==> src/rtl/dsb_pkg.sv <==
/*
  dsb_pkg: shared constants for the dual image flash swap boot block.
  Assumes a 100 MHz controller clock and 32-bit AXI4-Lite register access.
*/
package dsb_pkg;
  // clock and flash timing guidance
  localparam int unsigned CLK_MHZ          = 100;
  localparam int unsigned FLASH_CLK_MHZ    = 16;
  localparam int unsigned WRITE_TYP_US     = 46;
  localparam int unsigned FAST_WRITE_US    = 20;
  localparam int unsigned SIGN_TYP_US      = 8192;   // 8.192 ms
  localparam int unsigned SIGN_FLASH_CYC   = 131072; // 128k flash clock cycles
  localparam int unsigned WRITE_TYP_CYC    = WRITE_TYP_US * CLK_MHZ;
  localparam int unsigned FAST_WRITE_CYC   = FAST_WRITE_US * CLK_MHZ;
  localparam int unsigned SIGN_TYP_CYC     = SIGN_TYP_US * CLK_MHZ;
  localparam int unsigned OPCNT_W          = 24;

  // address map of the two 512 kB blocks
  localparam int unsigned FADDR_W          = 20;
  localparam logic [19:0] BLK0_TOP         = 20'h7ffff;
  localparam logic [19:0] BLK1_BASE        = 20'h80000;
  localparam int unsigned BLK_SEL_BIT      = 19;
  localparam logic [19:0] UKEY_BLK0_ADDR   = 20'h7ffc0;
  localparam logic [19:0] UKEY_BLK1_ADDR   = 20'hfffc0;
  localparam logic [19:0] TKEY_OFFSET      = 20'h00008;
  localparam logic [31:0] KEY_ERASED       = 32'hffffffff;
  localparam logic [31:0] KEY_PASSED       = 32'h00000000;

  // register map (byte addresses within the block)
  localparam int unsigned RADDR_W          = 8;
  localparam logic [7:0]  REG_USER_SETUP   = 8'h00;
  localparam logic [7:0]  REG_BOOT_STATUS  = 8'h04;
  localparam logic [7:0]  REG_UKEY0        = 8'h08;
  localparam logic [7:0]  REG_UKEY1        = 8'h0c;
  localparam logic [7:0]  REG_TKEY0        = 8'h10;
  localparam logic [7:0]  REG_TKEY1        = 8'h14;
  localparam logic [7:0]  REG_OP_TIME      = 8'h18;
  localparam logic [31:0] USER_SETUP_RST   = 32'h00000011;
  localparam logic [31:0] USER_SETUP_WMASK = 32'h0000001f;
  localparam int unsigned SWAP_BIT         = 3;
  localparam logic [1:0]  RESP_OKAY        = 2'b00;
  localparam logic [1:0]  RESP_SLVERR      = 2'b10;

  // boot status fields
  localparam int unsigned ST_MODE_LSB      = 0;
  localparam int unsigned ST_DONE_BIT      = 4;
  localparam int unsigned ST_SWAP_BIT      = 5;
  localparam int unsigned ST_SLOW_BIT      = 6;

  typedef enum logic [2:0] {
    MODE_DEBUG    = 3'h0,
    MODE_DOWNLOAD = 3'h1,
    MODE_NORMAL_A = 3'h2,
    MODE_TRIAL_A  = 3'h3,
    MODE_NORMAL_B = 3'h4,
    MODE_TRIAL_B  = 3'h5
  } dsb_mode_e;

  typedef enum logic [2:0] {
    SEL_START  = 3'b000,
    SEL_RD_U0  = 3'b001,
    SEL_RD_U1  = 3'b011,
    SEL_RD_T0  = 3'b010,
    SEL_RD_T1  = 3'b110,
    SEL_DECIDE = 3'b111,
    SEL_DONE   = 3'b101
  } dsb_sel_e;
endpackage

==> src/rtl/dsb_swap_boot.sv <==
/*
  dsb_swap_boot: image selection after reset, address swap, fetch stall
  and register access for a dual 512 kB flash program store.
  Assumes flash arrays answer key reads on a simple request/valid port,
  report per-block long-operation busy, and software uses AXI4-Lite.
*/
// Local design decisions: the placing of the registers and the AXI4-Lite interface to the registers.
// Contract
// [RULE1] unswapped: 0..0x7FFFF go to block zero, 0x80000..0xFFFFF to block one
// [RULE2] swapped: low half goes to block one, upper half to block zero
// [RULE3] swap bit 3 of user setup register selects the address map
// [RULE4] update keys at 0x7FFC0/0xFFFC0, trial keys eight bytes above
// [RULE5] every reset reruns selection; mode changes only through reset
// [RULE6] boot select pin high skips key checks, enters debug mode
// [RULE7] larger update key gives candidate, active if its trial key is zero
// [RULE8] else the other image is active if its trial key is zero
// [RULE9] neither trial key zero: no user image, downloader mode
// [RULE10] erased update key counts as minus one in comparison
// [RULE11] erased trial key means untested download; zero means trial passed
// [RULE12] user code runs trial when active update key is the smaller
// [RULE13] download writes update key plus one, trial key erased, then reset
// [RULE14] verified new image gets trial key zero, then continue or reset
// [RULE15] reset mid-trial restarts the trial from the old image
// [RULE16] fetches from a block stall while a long operation runs there
// [RULE17] software detects completion by status flags, not typical times
// [RULE18] never program one address twice between erases
// [RULE19] never drive a bit to zero twice between erases
// [RULE20] a write takes about 46 us, fast page writes about 20 us
// [RULE21] signing a full 512 kB space takes about 128k flash cycles
// [RULE22] image CRC at top word is optional, selection ignores it
// [RULE23] software clears instruction cache after toggling swap
// [RULE24] swap comes out of reset unswapped; set by selection or software
`timescale 1ns/1ps
`default_nettype none
module dsb_swap_boot
  import dsb_pkg::*;
#(
  parameter int unsigned SLOW_OP_CYC = SIGN_TYP_CYC  // busy longer than this is flagged
) (
  input  wire logic                aclk,                 // 100 MHz clock
  input  wire logic                aresetn,              // synchronous reset, active low
  input  wire logic [RADDR_W-1:0]  s_axil_awaddr,        // write address
  input  wire logic                s_axil_awvalid,       // write address valid
  output logic                     s_axil_awready,       // write address ready
  input  wire logic [31:0]         s_axil_wdata,         // write data
  input  wire logic [3:0]          s_axil_wstrb,         // write byte strobes
  input  wire logic                s_axil_wvalid,        // write data valid
  output logic                     s_axil_wready,        // write data ready
  output logic [1:0]               s_axil_bresp,         // write response
  output logic                     s_axil_bvalid,        // write response valid
  input  wire logic                s_axil_bready,        // write response ready
  input  wire logic [RADDR_W-1:0]  s_axil_araddr,        // read address
  input  wire logic                s_axil_arvalid,       // read address valid
  output logic                     s_axil_arready,       // read address ready
  output logic [31:0]              s_axil_rdata,         // read data
  output logic [1:0]               s_axil_rresp,         // read response
  output logic                     s_axil_rvalid,        // read data valid
  input  wire logic                s_axil_rready,        // read data ready
  input  wire logic                boot_select_pin,      // high: debug boot
  input  wire logic                serial_wire_boot_pin, // serial download strap
  output logic                     key_rd_req,           // key read request
  output logic [FADDR_W-1:0]       key_rd_addr,          // physical key address
  input  wire logic                key_rd_valid,         // key read data valid
  input  wire logic [31:0]         key_rd_data,          // key read data
  input  wire logic                fetch_valid,          // cpu fetch request
  input  wire logic [FADDR_W-1:0]  fetch_addr,           // cpu fetch address
  output logic                     fetch_block,          // selected flash block
  output logic [BLK_SEL_BIT-1:0]   fetch_offset,         // offset within block
  output logic                     fetch_stall,          // hold the fetch
  input  wire logic [1:0]          flash_busy,           // long operation per block
  output logic [2:0]               boot_mode,            // selected mode
  output logic                     boot_done,            // selection finished
  output logic                     swap_active           // address map swapped
);

  // physical block for a logical address under the current map
  function automatic logic phys_block(input logic [FADDR_W-1:0] a, input logic swp);
    phys_block = a[BLK_SEL_BIT] ^ swp; // RULE1 RULE2
  endfunction

  // signed compare makes an erased key read as minus one
  function automatic logic key_greater(input logic [31:0] a, input logic [31:0] b);
    key_greater = $signed(a) > $signed(b); // RULE10
  endfunction

  dsb_sel_e            sel_q;
  dsb_mode_e           mode_q;
  logic [31:0]         ukey0_q, ukey1_q, tkey0_q, tkey1_q;
  logic [31:0]         setup_q;
  logic                serial_q;
  logic                req_q;
  logic [FADDR_W-1:0]  addr_q;
  logic                awready_q, wready_q, bvalid_q, arready_q, rvalid_q;
  logic [1:0]          bresp_q, rresp_q;
  logic [31:0]         rdata_q;
  logic                fblk_q, fstall_q;
  logic [BLK_SEL_BIT-1:0] foff_q;
  logic [OPCNT_W-1:0]  opcnt_q, optime_q;
  logic                slow_q, done_q;
  logic                wr_fire, rd_fire, wr_setup;
  logic [31:0]         wmask;
  logic                cand_q_d;
  logic [31:0]         status_w;

  assign wr_fire  = awready_q & s_axil_awvalid & wready_q & s_axil_wvalid;
  assign rd_fire  = arready_q & s_axil_arvalid;
  assign wr_setup = wr_fire & (s_axil_awaddr == REG_USER_SETUP);
  assign wmask    = {{8{s_axil_wstrb[3]}}, {8{s_axil_wstrb[2]}},
                     {8{s_axil_wstrb[1]}}, {8{s_axil_wstrb[0]}}} & USER_SETUP_WMASK;
  assign cand_q_d = key_greater(ukey1_q, ukey0_q); // RULE7
  assign status_w = {25'h0, slow_q, setup_q[SWAP_BIT], done_q, serial_q, mode_q};

  // selection sequencer: straps first, then four key reads, then decide
  always_ff @(posedge aclk) begin
    if (!aresetn) begin
      sel_q  <= SEL_START; // RULE5
      done_q <= 1'b0;
    end else begin
      done_q <= (sel_q == SEL_START && boot_select_pin) || (sel_q inside {SEL_DECIDE, SEL_DONE});
      unique case (sel_q)
        SEL_START:  sel_q <= boot_select_pin ? SEL_DONE : SEL_RD_U0; // RULE6
        SEL_RD_U0:  if (key_rd_valid && req_q) sel_q <= SEL_RD_U1;
        SEL_RD_U1:  if (key_rd_valid && req_q) sel_q <= SEL_RD_T0;
        SEL_RD_T0:  if (key_rd_valid && req_q) sel_q <= SEL_RD_T1;
        SEL_RD_T1:  if (key_rd_valid && req_q) sel_q <= SEL_DECIDE;
        SEL_DECIDE: sel_q <= SEL_DONE;
        SEL_DONE:   sel_q <= SEL_DONE;
      endcase
    end
  end

  // straps are caught by the clock after reset release, never by the reset itself
  always_ff @(posedge aclk) begin
    if (!aresetn) begin
      serial_q <= 1'b0;
    end else if (sel_q == SEL_START) begin
      serial_q <= serial_wire_boot_pin;
    end
  end

  // key read port: request stands until valid, drops one cycle between reads
  always_ff @(posedge aclk) begin
    if (!aresetn) begin
      req_q  <= 1'b0;
      addr_q <= '0;
    end else begin
      unique case (sel_q)
        SEL_RD_U0: addr_q <= UKEY_BLK0_ADDR;                // RULE4
        SEL_RD_U1: addr_q <= UKEY_BLK1_ADDR;                // RULE4
        SEL_RD_T0: addr_q <= UKEY_BLK0_ADDR + TKEY_OFFSET;  // RULE4
        SEL_RD_T1: addr_q <= UKEY_BLK1_ADDR + TKEY_OFFSET;  // RULE4
        default:   addr_q <= addr_q;
      endcase
      if (req_q && key_rd_valid) begin
        req_q <= 1'b0;
      end else begin
        req_q <= (sel_q == SEL_RD_U0) || (sel_q == SEL_RD_U1) ||
                 (sel_q == SEL_RD_T0) || (sel_q == SEL_RD_T1);
      end
    end
  end

  // key capture; the image crc is never read, selection does not need it
  always_ff @(posedge aclk) begin
    if (!aresetn) begin
      ukey0_q <= KEY_ERASED;
      ukey1_q <= KEY_ERASED;
      tkey0_q <= KEY_ERASED;
      tkey1_q <= KEY_ERASED;
    end else if (req_q && key_rd_valid) begin
      unique case (sel_q)
        SEL_RD_U0: ukey0_q <= key_rd_data;
        SEL_RD_U1: ukey1_q <= key_rd_data;
        SEL_RD_T0: tkey0_q <= key_rd_data; // RULE11
        SEL_RD_T1: tkey1_q <= key_rd_data; // RULE11
        default:   ukey0_q <= ukey0_q;
      endcase
    end
  end

  // mode decision, fixed until the next reset
  always_ff @(posedge aclk) begin
    if (!aresetn) begin
      mode_q <= MODE_DOWNLOAD; // RULE5
    end else if (sel_q == SEL_START && boot_select_pin) begin
      mode_q <= MODE_DEBUG; // RULE6
    end else if (sel_q == SEL_DECIDE) begin
      if (!cand_q_d && tkey0_q == KEY_PASSED) begin
        mode_q <= key_greater(ukey0_q, ukey1_q) ? MODE_NORMAL_A : MODE_TRIAL_A; // RULE7
      end else if (cand_q_d && tkey1_q == KEY_PASSED) begin
        mode_q <= key_greater(ukey1_q, ukey0_q) ? MODE_NORMAL_B : MODE_TRIAL_B; // RULE7
      end else if (!cand_q_d && tkey1_q == KEY_PASSED) begin
        // candidate untested: fall back to the old image, which then runs the trial
        mode_q <= key_greater(ukey1_q, ukey0_q) ? MODE_NORMAL_B : MODE_TRIAL_B; // RULE8 RULE15
      end else if (cand_q_d && tkey0_q == KEY_PASSED) begin
        mode_q <= key_greater(ukey0_q, ukey1_q) ? MODE_NORMAL_A : MODE_TRIAL_A; // RULE8 RULE15
      end else begin
        mode_q <= MODE_DOWNLOAD; // RULE9
      end
    end
  end

  // user setup register; selection owns the swap bit in its decide cycle
  always_ff @(posedge aclk) begin
    if (!aresetn) begin
      setup_q <= USER_SETUP_RST; // RULE24
    end else if (sel_q == SEL_DECIDE) begin
      setup_q[SWAP_BIT] <= (!cand_q_d && tkey0_q != KEY_PASSED && tkey1_q == KEY_PASSED) ||
                           (cand_q_d && tkey1_q == KEY_PASSED); // RULE24 RULE8
    end else if (wr_setup) begin
      setup_q <= (setup_q & ~wmask) | (s_axil_wdata & wmask); // RULE3 RULE24
    end
  end

  // fetch decode and stall, one cycle behind the request
  always_ff @(posedge aclk) begin
    if (!aresetn) begin
      fblk_q   <= 1'b0;
      foff_q   <= '0;
      fstall_q <= 1'b0;
    end else begin
      fblk_q   <= phys_block(fetch_addr, setup_q[SWAP_BIT]); // RULE1 RULE2 RULE3
      foff_q   <= fetch_addr[BLK_SEL_BIT-1:0];
      // also hold fetches until selection has fixed the map
      fstall_q <= fetch_valid && (!done_q ||
                  flash_busy[phys_block(fetch_addr, setup_q[SWAP_BIT])]); // RULE16
    end
  end

  // operation timer: last busy duration and a flag past the signing estimate
  always_ff @(posedge aclk) begin
    if (!aresetn) begin
      opcnt_q  <= '0;
      optime_q <= '0;
      slow_q   <= 1'b0;
    end else begin
      if (|flash_busy) begin
        if (opcnt_q != {OPCNT_W{1'b1}}) opcnt_q <= opcnt_q + 1'b1; // RULE20 RULE21
        if (opcnt_q == OPCNT_W'(SLOW_OP_CYC)) slow_q <= 1'b1; // RULE21
      end else if (opcnt_q != '0) begin
        optime_q <= opcnt_q;
        opcnt_q  <= '0;
      end
      // a new overrun in the same cycle as the clear wins
      if (wr_fire && s_axil_awaddr == REG_OP_TIME && s_axil_wstrb[0] &&
          !(|flash_busy && opcnt_q == OPCNT_W'(SLOW_OP_CYC))) begin
        slow_q <= 1'b0;
      end
    end
  end

  // write channel: address and data taken together, response next cycle
  always_ff @(posedge aclk) begin
    if (!aresetn) begin
      awready_q <= 1'b0;
      wready_q  <= 1'b0;
      bvalid_q  <= 1'b0;
      bresp_q   <= RESP_OKAY;
    end else begin
      awready_q <= s_axil_awvalid && s_axil_wvalid && !awready_q && !bvalid_q;
      wready_q  <= s_axil_awvalid && s_axil_wvalid && !awready_q && !bvalid_q;
      if (wr_fire) begin
        bvalid_q <= 1'b1;
        bresp_q  <= (s_axil_awaddr == REG_USER_SETUP || s_axil_awaddr == REG_OP_TIME) ?
                    RESP_OKAY : RESP_SLVERR;
      end else if (bvalid_q && s_axil_bready) begin
        bvalid_q <= 1'b0;
      end
    end
  end

  // read channel: one cycle from address taken to data valid
  always_ff @(posedge aclk) begin
    if (!aresetn) begin
      arready_q <= 1'b0;
      rvalid_q  <= 1'b0;
      rdata_q   <= '0;
      rresp_q   <= RESP_OKAY;
    end else begin
      arready_q <= s_axil_arvalid && !arready_q && !rvalid_q;
      if (rd_fire) begin
        rvalid_q <= 1'b1;
        rresp_q  <= RESP_OKAY;
        unique case (s_axil_araddr)
          REG_USER_SETUP:  rdata_q <= setup_q;
          REG_BOOT_STATUS: rdata_q <= status_w;
          REG_UKEY0:       rdata_q <= ukey0_q;
          REG_UKEY1:       rdata_q <= ukey1_q;
          REG_TKEY0:       rdata_q <= tkey0_q;
          REG_TKEY1:       rdata_q <= tkey1_q;
          REG_OP_TIME:     rdata_q <= {8'h00, optime_q};
          default: begin
            rdata_q <= '0;
            rresp_q <= RESP_SLVERR;
          end
        endcase
      end else if (rvalid_q && s_axil_rready) begin
        rvalid_q <= 1'b0;
      end
    end
  end

  // outputs straight from flops
  assign s_axil_awready = awready_q;
  assign s_axil_wready  = wready_q;
  assign s_axil_bvalid  = bvalid_q;
  assign s_axil_bresp   = bresp_q;
  assign s_axil_arready = arready_q;
  assign s_axil_rvalid  = rvalid_q;
  assign s_axil_rdata   = rdata_q;
  assign s_axil_rresp   = rresp_q;
  assign key_rd_req     = req_q;
  assign key_rd_addr    = addr_q;
  assign fetch_block    = fblk_q;
  assign fetch_offset   = foff_q;
  assign fetch_stall    = fstall_q;
  assign boot_mode      = mode_q;
  assign boot_done      = done_q;
  assign swap_active    = setup_q[SWAP_BIT];

endmodule // dsb_swap_boot
`default_nettype wire

==> config.mk <==
export PLATFORM = sky130hd
export DESIGN_NAME = dsb_swap_boot
export DESIGN_NICKNAME = d
export VERILOG_FILES = /design/src/rtl/dsb_pkg.sv /design/src/rtl/dsb_swap_boot.sv
export SDC_FILE = /design/constraint.sdc
export NUM_CORES = 1
export LEC_CHECK = 0
export ABC_CLOCK_PERIOD_IN_PS = 2300
export BUFFER_PORTS_ARGS = -buffer_cell sky130_fd_sc_hd__buf_2
export CORE_ASPECT_RATIO = 0.75
export CORE_MARGIN = 5
export CORE_UTILIZATION = 50
export CTS_CLUSTER_SIZE = 12
export DETAILED_ROUTE_END_ITERATION = 12
export HOLD_SLACK_MARGIN = 0.1
export PLACE_DENSITY = 0.87
export SYNTH_ARGS = -nofsm -noshare
export SYNTH_HDL_FRONTEND = slang
export SYNTH_SLANG_ARGS = --single-unit
==> constraint.sdc <==
create_clock -name aclk -period 2.3 [get_ports aclk]
set_clock_uncertainty 0.05 [all_clocks]
set_input_delay 0.115 -clock aclk [delete_from_list [all_inputs] [get_ports aclk]]
set_output_delay 0.115 -clock aclk [all_outputs]
set_load 0.1 [all_outputs]
==> flow_summary.html <==
<table>
<tr><th>Metric</th><th>Value</th></tr>
<tr><th colspan="2">Place</th></tr>
<tr><td>HPWL after detailed placement</td><td>about 25000 µm</td></tr>
<tr><td>Last weighted congestion value of the routability-driven placer</td><td>~0.94</td></tr>
<tr><td>Number of placed instances with taps included</td><td>1785</td></tr>
<tr><td>Instance area after placement</td><td>between 0.01 and 0.015 mm²</td></tr>
<tr><td>Pre-CTS setup slack</td><td>-0.268 ns</td></tr>
<tr><td>Count of input and output buffers</td><td>around 170</td></tr>
<tr><th colspan="2">Global routing</th></tr>
<tr><td>Antenna violations before repair</td><td>4</td></tr>
<tr><td>Largest net degree at the start of global routing</td><td>86</td></tr>
<tr><td>Wire length of the first global-routing pass</td><td>around 59000 µm</td></tr>
<tr><td>Via count of the first global-routing pass</td><td>around 11000</td></tr>
<tr><td>Overflow left after global routing</td><td>0</td></tr>
<tr><td>Total routing usage reported by global routing</td><td>0.280</td></tr>
<tr><th colspan="2">Hold path</th></tr>
<tr><td>Hold Crit Class</td><td>in2reg</td></tr>
<tr><th colspan="2">Logic synthesis</th></tr>
<tr><td>Largest cells by area after synthesis</td><td>sky130_fd_sc_hd__dfxtp_1 45%, sky130_fd_sc_hd__nand2_1 9.8%, sky130_fd_sc_hd__nand3_1 5.0%</td></tr>
<tr><td>Number of synthesized flops with an enable pin</td><td>0</td></tr>
<tr><td>Cell taking the most area after synthesis</td><td>sky130_fd_sc_hd__dfxtp_1</td></tr>
<tr><td>Yosys synthesis warning count</td><td>0</td></tr>
<tr><td>Synthesized cell area</td><td>0.0113 mm²</td></tr>
<tr><td>Share of async-settable or async-resettable flops after synthesis</td><td>0</td></tr>
<tr><td>Seq/Total Area, Yosys</td><td>0.449</td></tr>
<tr><td>Count of different cell masters after synthesis</td><td>58</td></tr>
<tr><td>Post-Synthesis Mean Instance Area</td><td>roughly 8.5 µm²</td></tr>
<tr><td>Area share of the largest cell type after synthesis</td><td>0.449</td></tr>
<tr><td>Dominant synthesized flop cell</td><td>sky130_fd_sc_hd__dfxtp_1</td></tr>
<tr><td>Synth Instances</td><td>approximately 1300</td></tr>
<tr><td>#FFs+latches synth</td><td>between 200 and 300</td></tr>
<tr><th colspan="2">Cells and area</th></tr>
<tr><td>Summed area of non-filler cells in the final layout</td><td>around 0.015 mm²</td></tr>
<tr><td>Fraction of layout cells with a size suffix above 1</td><td>0.221</td></tr>
<tr><td>Post-route insts no fill</td><td>around 1900</td></tr>
<tr><td>Area growth from synthesis to layout</td><td>29.3%</td></tr>
<tr><td>Most frequent cells in the layout</td><td>293 x sky130_fd_sc_hd__nand2_1, 243 x sky130_fd_sc_hd__dfxtp_1, 166 x sky130_fd_sc_hd__buf_2</td></tr>
<tr><td>Leading cell type in the layout, fill and taps excluded</td><td>sky130_fd_sc_hd__nand2_1</td></tr>
<tr><td># nets final</td><td>about 1800</td></tr>
<tr><th colspan="2">Power and ir drop</th></tr>
<tr><td>Sequential power share</td><td>0.477</td></tr>
<tr><td>Cell leakage power</td><td>6.42 nW</td></tr>
<tr><td>Combinational share of power</td><td>0.128</td></tr>
<tr><td>Peak supply drop</td><td>about 620 µV</td></tr>
<tr><td>Total power divided by cell area</td><td>roughly 650 mW/mm²</td></tr>
<tr><td>Switching power share of the total</td><td>0.267</td></tr>
<tr><td>Total power draw</td><td>between 9 and 10 mW</td></tr>
<tr><td>Clock network power share</td><td>0.395</td></tr>
<tr><td>Net Sw Power</td><td>between 2 and 3 mW</td></tr>
<tr><td>Int Power</td><td>a little under 7 mW</td></tr>
<tr><th colspan="2">Die</th></tr>
<tr><td>Die Wd</td><td>183 µm</td></tr>
<tr><td>Boundary Pins</td><td>between 200 and 250</td></tr>
<tr><td># rows</td><td>between 40 and 50</td></tr>
<tr><td>Area enclosed by the die boundary</td><td>between 0.02 and 0.03 mm²</td></tr>
<tr><td>Initial core utilization</td><td>0.510</td></tr>
<tr><td>Area of the core region</td><td>around 0.022 mm²</td></tr>
<tr><td>Die H</td><td>140 µm</td></tr>
<tr><th colspan="2">Route</th></tr>
<tr><td>Initial DRT Pass Iterations</td><td>8</td></tr>
<tr><td>Drt via density</td><td>6.06</td></tr>
<tr><td>Average routed wire per standard cell</td><td>20.0 µm</td></tr>
<tr><td>Total wire length</td><td>approximately 38000 µm</td></tr>
<tr><td>Number of nets with antenna violations after detailed routing</td><td>0</td></tr>
<tr><td>Number of remaining DRC errors</td><td>0</td></tr>
<tr><td>Number of DRC markers after the initial detailed-route iteration</td><td>1634</td></tr>
<tr><td>Via count of the routed design</td><td>11600</td></tr>
<tr><th colspan="2">STA</th></tr>
<tr><td>Fin. max-slew vios</td><td>0</td></tr>
<tr><td>Smallest setup slack after layout</td><td>-0.211 ns</td></tr>
<tr><td>Final count of hold timing violations</td><td>0</td></tr>
<tr><td>Worst Hold Margin</td><td>approximately 0.12 ns</td></tr>
<tr><td>Endpoints failing setup</td><td>4</td></tr>
<tr><td>Maximum clock rate</td><td>around 400 MHz</td></tr>
<tr><td>Slew at the pin with the worst max-slew slack</td><td>approximately 0.82 ns</td></tr>
<tr><td>Final Cycle Share</td><td>1.09</td></tr>
<tr><td>Period minus WS final</td><td>2.51 ns</td></tr>
<tr><td>Slew headroom</td><td>0.447</td></tr>
<tr><td>RSZ-0062 raised after global routing</td><td>yes</td></tr>
<tr><th colspan="2">Clocking</th></tr>
<tr><td>Clock tree from TritonCTS</td><td>yes</td></tr>
<tr><td>Worst skew pair latency</td><td>~0.53 ns</td></tr>
<tr><td>Depth of the CTS H-tree</td><td>1</td></tr>
<tr><td>CTS Sinks</td><td>~250</td></tr>
<tr><td>Reg clk slew, reported paths</td><td>roughly 0.060 ns</td></tr>
<tr><td>Number of buffers on the longest clock path</td><td>3</td></tr>
<tr><td>Cts bufs inserted</td><td>25</td></tr>
<tr><td>Clock tree root buffer cell</td><td>sky130_fd_sc_hd__clkbuf_16</td></tr>
<tr><th colspan="2">Outcome</th></tr>
<tr><td>Violated checks</td><td>setup timing</td></tr>
<tr><td>Outcome</td><td>finished with violations</td></tr>
<tr><th colspan="2">Critical path</th></tr>
<tr><td>Worst Path Arrival</td><td>between 2 and 3 ns</td></tr>
<tr><td>Top Family by Delay on Critical Path</td><td>simple AND/OR/NAND/NOR gates</td></tr>
<tr><td>Most used cell, CP</td><td>sky130_fd_sc_hd__buf_4</td></tr>
<tr><td>Chain of cells forming the critical path</td><td>inv_1 &gt; ha_1 &gt; nand2_2 &gt; nor4_4 &gt; buf_4 &gt; buf_4 &gt; a22oi_2 &gt; nor4b_4 &gt; buf_4 &gt; a31o_4 &gt; and3_4 &gt; o31ai_4</td></tr>
<tr><td>Bufs and invs on worst path</td><td>4</td></tr>
<tr><td>Critical path type</td><td>reg2reg</td></tr>
<tr><td>Largest stage delay, worst path</td><td>between 0.3 and 0.4 ns</td></tr>
<tr><td>Launching element type of the critical path</td><td>flip-flop</td></tr>
<tr><td>Largest fanout on the critical path</td><td>3</td></tr>
<tr><td>Kind of end point of the critical path</td><td>flip-flop</td></tr>
<tr><td>Cell with the largest stage delay on the worst path</td><td>sky130_fd_sc_hd__dfxtp_2</td></tr>
<tr><td>Required @ worst endpoint</td><td>roughly 2.7 ns</td></tr>
<tr><th colspan="2">Flow run</th></tr>
<tr><td>Number of maximum-capacitance constraint violations</td><td>0</td></tr>
</table>
[worst min-delay path, cell delays in order]
cell and delay, ns:
sky130_fd_sc_hd__buf_2 0.10, sky130_fd_sc_hd__nor2_1 0.09, sky130_fd_sc_hd__buf_4 0.17, sky130_fd_sc_hd__nand2_1 0.08, sky130_fd_sc_hd__a21boi_0 0.08
[through the flow]
step	setup TNS [ns]	util
after floorplan	0	-
after global placement	-0.458	0.579
after detailed placement	-1.02	0.579
after CTS	-0.398	0.651
after global routing	-1.34	0.659
final	-0.738	0.659
[cell usage after synthesis (2+ instances only)]
| cell | count |
|---|---|
| sky130_fd_sc_hd__or3_1 | 5 |
| sky130_fd_sc_hd__a31oi_1 | 3 |
| sky130_fd_sc_hd__nor2b_1 | 33 |
| sky130_fd_sc_hd__o21ai_0 | 15 |
| sky130_fd_sc_hd__a21boi_1 | 8 |
| sky130_fd_sc_hd__o21a_1 | 2 |
| sky130_fd_sc_hd__ha_1 | 34 |
| sky130_fd_sc_hd__mux2i_1 | 28 |
| sky130_fd_sc_hd__o31ai_1 | 3 |
| sky130_fd_sc_hd__a21oi_1 | 34 |
| sky130_fd_sc_hd__clkbuf_1 | 66 |
| sky130_fd_sc_hd__a31o_2 | 2 |
| sky130_fd_sc_hd__a21o_1 | 31 |
| sky130_fd_sc_hd__or4_1 | 3 |
| sky130_fd_sc_hd__and2_1 | 28 |
| sky130_fd_sc_hd__buf_6 | 2 |
| sky130_fd_sc_hd__xnor2_1 | 23 |
| sky130_fd_sc_hd__nand4_1 | 19 |
| sky130_fd_sc_hd__nor3_1 | 8 |
| sky130_fd_sc_hd__a222oi_1 | 22 |
| sky130_fd_sc_hd__or2_2 | 2 |
| sky130_fd_sc_hd__nor2_1 | 41 |
| sky130_fd_sc_hd__a21boi_0 | 27 |
| sky130_fd_sc_hd__buf_4 | 20 |
| sky130_fd_sc_hd__a22oi_1 | 47 |
| sky130_fd_sc_hd__and3_1 | 5 |
| sky130_fd_sc_hd__inv_1 | 43 |
| sky130_fd_sc_hd__nor4_1 | 20 |
| sky130_fd_sc_hd__o211ai_1 | 33 |
| sky130_fd_sc_hd__nor2_2 | 6 |
| sky130_fd_sc_hd__nand2_1 | 294 |
| sky130_fd_sc_hd__buf_2 | 18 |
| sky130_fd_sc_hd__nor4b_1 | 2 |
| sky130_fd_sc_hd__buf_1 | 2 |
| sky130_fd_sc_hd__nand2b_1 | 5 |
| sky130_fd_sc_hd__a211oi_1 | 3 |
| sky130_fd_sc_hd__nand3_1 | 112 |
| sky130_fd_sc_hd__dfxtp_1 | 253 |
| sky130_fd_sc_hd__a2111oi_0 | 12 |
[what timing repair did]
item,CTS,global route
setup endpoints to repair,5,32
buffers inserted,3,7
gates resized for setup,21,33
endpoints found under the hold margin,191,2
pin swaps,7,5
hold buffers,79,1
[final cells by class]
cell class	count	area, µm²
inverters	43	161
flip-flops and latches	253	5080
well taps	294	368
fillers	1706	7530
clock buffers	32	692
clock inverters	1	8.76
diodes	2	5.00
repair buffers	349	2500
multi-input cells	935	5760
[registers in the layout, indices dropped and copies added, names as in the netlist, 2 cells and up, named ones only]
name,flops
sel_q,2
s_axil_rdata,32
opcnt_q,24
ukey1_q,32
tkey1_q,32
optime_q,24
key_rd_addr,3
fetch_offset,19
tkey0_q,32
ukey0_q,32
boot_mode,3
[power by group through the flow]
stage	Clock, mW	Sequential [mW]	Combinational (mW)
2_1_floorplan	0	4.79	0.544
3_3_place_gp	0	4.58	1.01
3_5_place_dp	0	4.58	1.03
4_1_cts	3.74	4.49	1.15
5_1_grt	3.94	4.50	1.25
6_report	3.72	4.49	1.20
[kinds of logic (layout without fill, tap and decap cells)]
logic type                 count (synthesis)  after routing  synth area share
buffers and inverters                    151            425            0.0602
DFF                                      253            253             0.449
adders and majority gates                 34             34            0.0377
muxes                                     29             29            0.0258
and+or+nand+nor                          593            593             0.245
xor gates and xnor gates                  24             24            0.0186
other                                      1              9          0.000332
AOI/OAI and AO/OA                        248            248             0.163
[per-layer routing]
metal | up-vias | global-route usage | wire, µm
li1 | 5180 | - | -
met1 | 5454 | 0.369 | 15000
met2 | 807 | 0.440 | 17000
met3 | 125 | 0.0884 | 5040
met4 | 2 | 0.0850 | 1200
met5 | - | 0 | 13
[final timing paths]
| path | start | endpoint | slack [ns] | cells after the start |
|---|---|---|---|---|
| hold reg to reg | s_axil_rdata[31] | s_axil_rdata[31] | 0.40 | 2 |
| setup / recovery | ukey1_q[23] | setup_q[3] | -0.21 | 12 |
| setup reg to reg | ukey1_q[23] | setup_q[3] | -0.21 | 12 |
| hold / removal | flash_busy[1] | optime_q[19] | 0.12 | 5 |
Power figures use the tool's default switching activity.
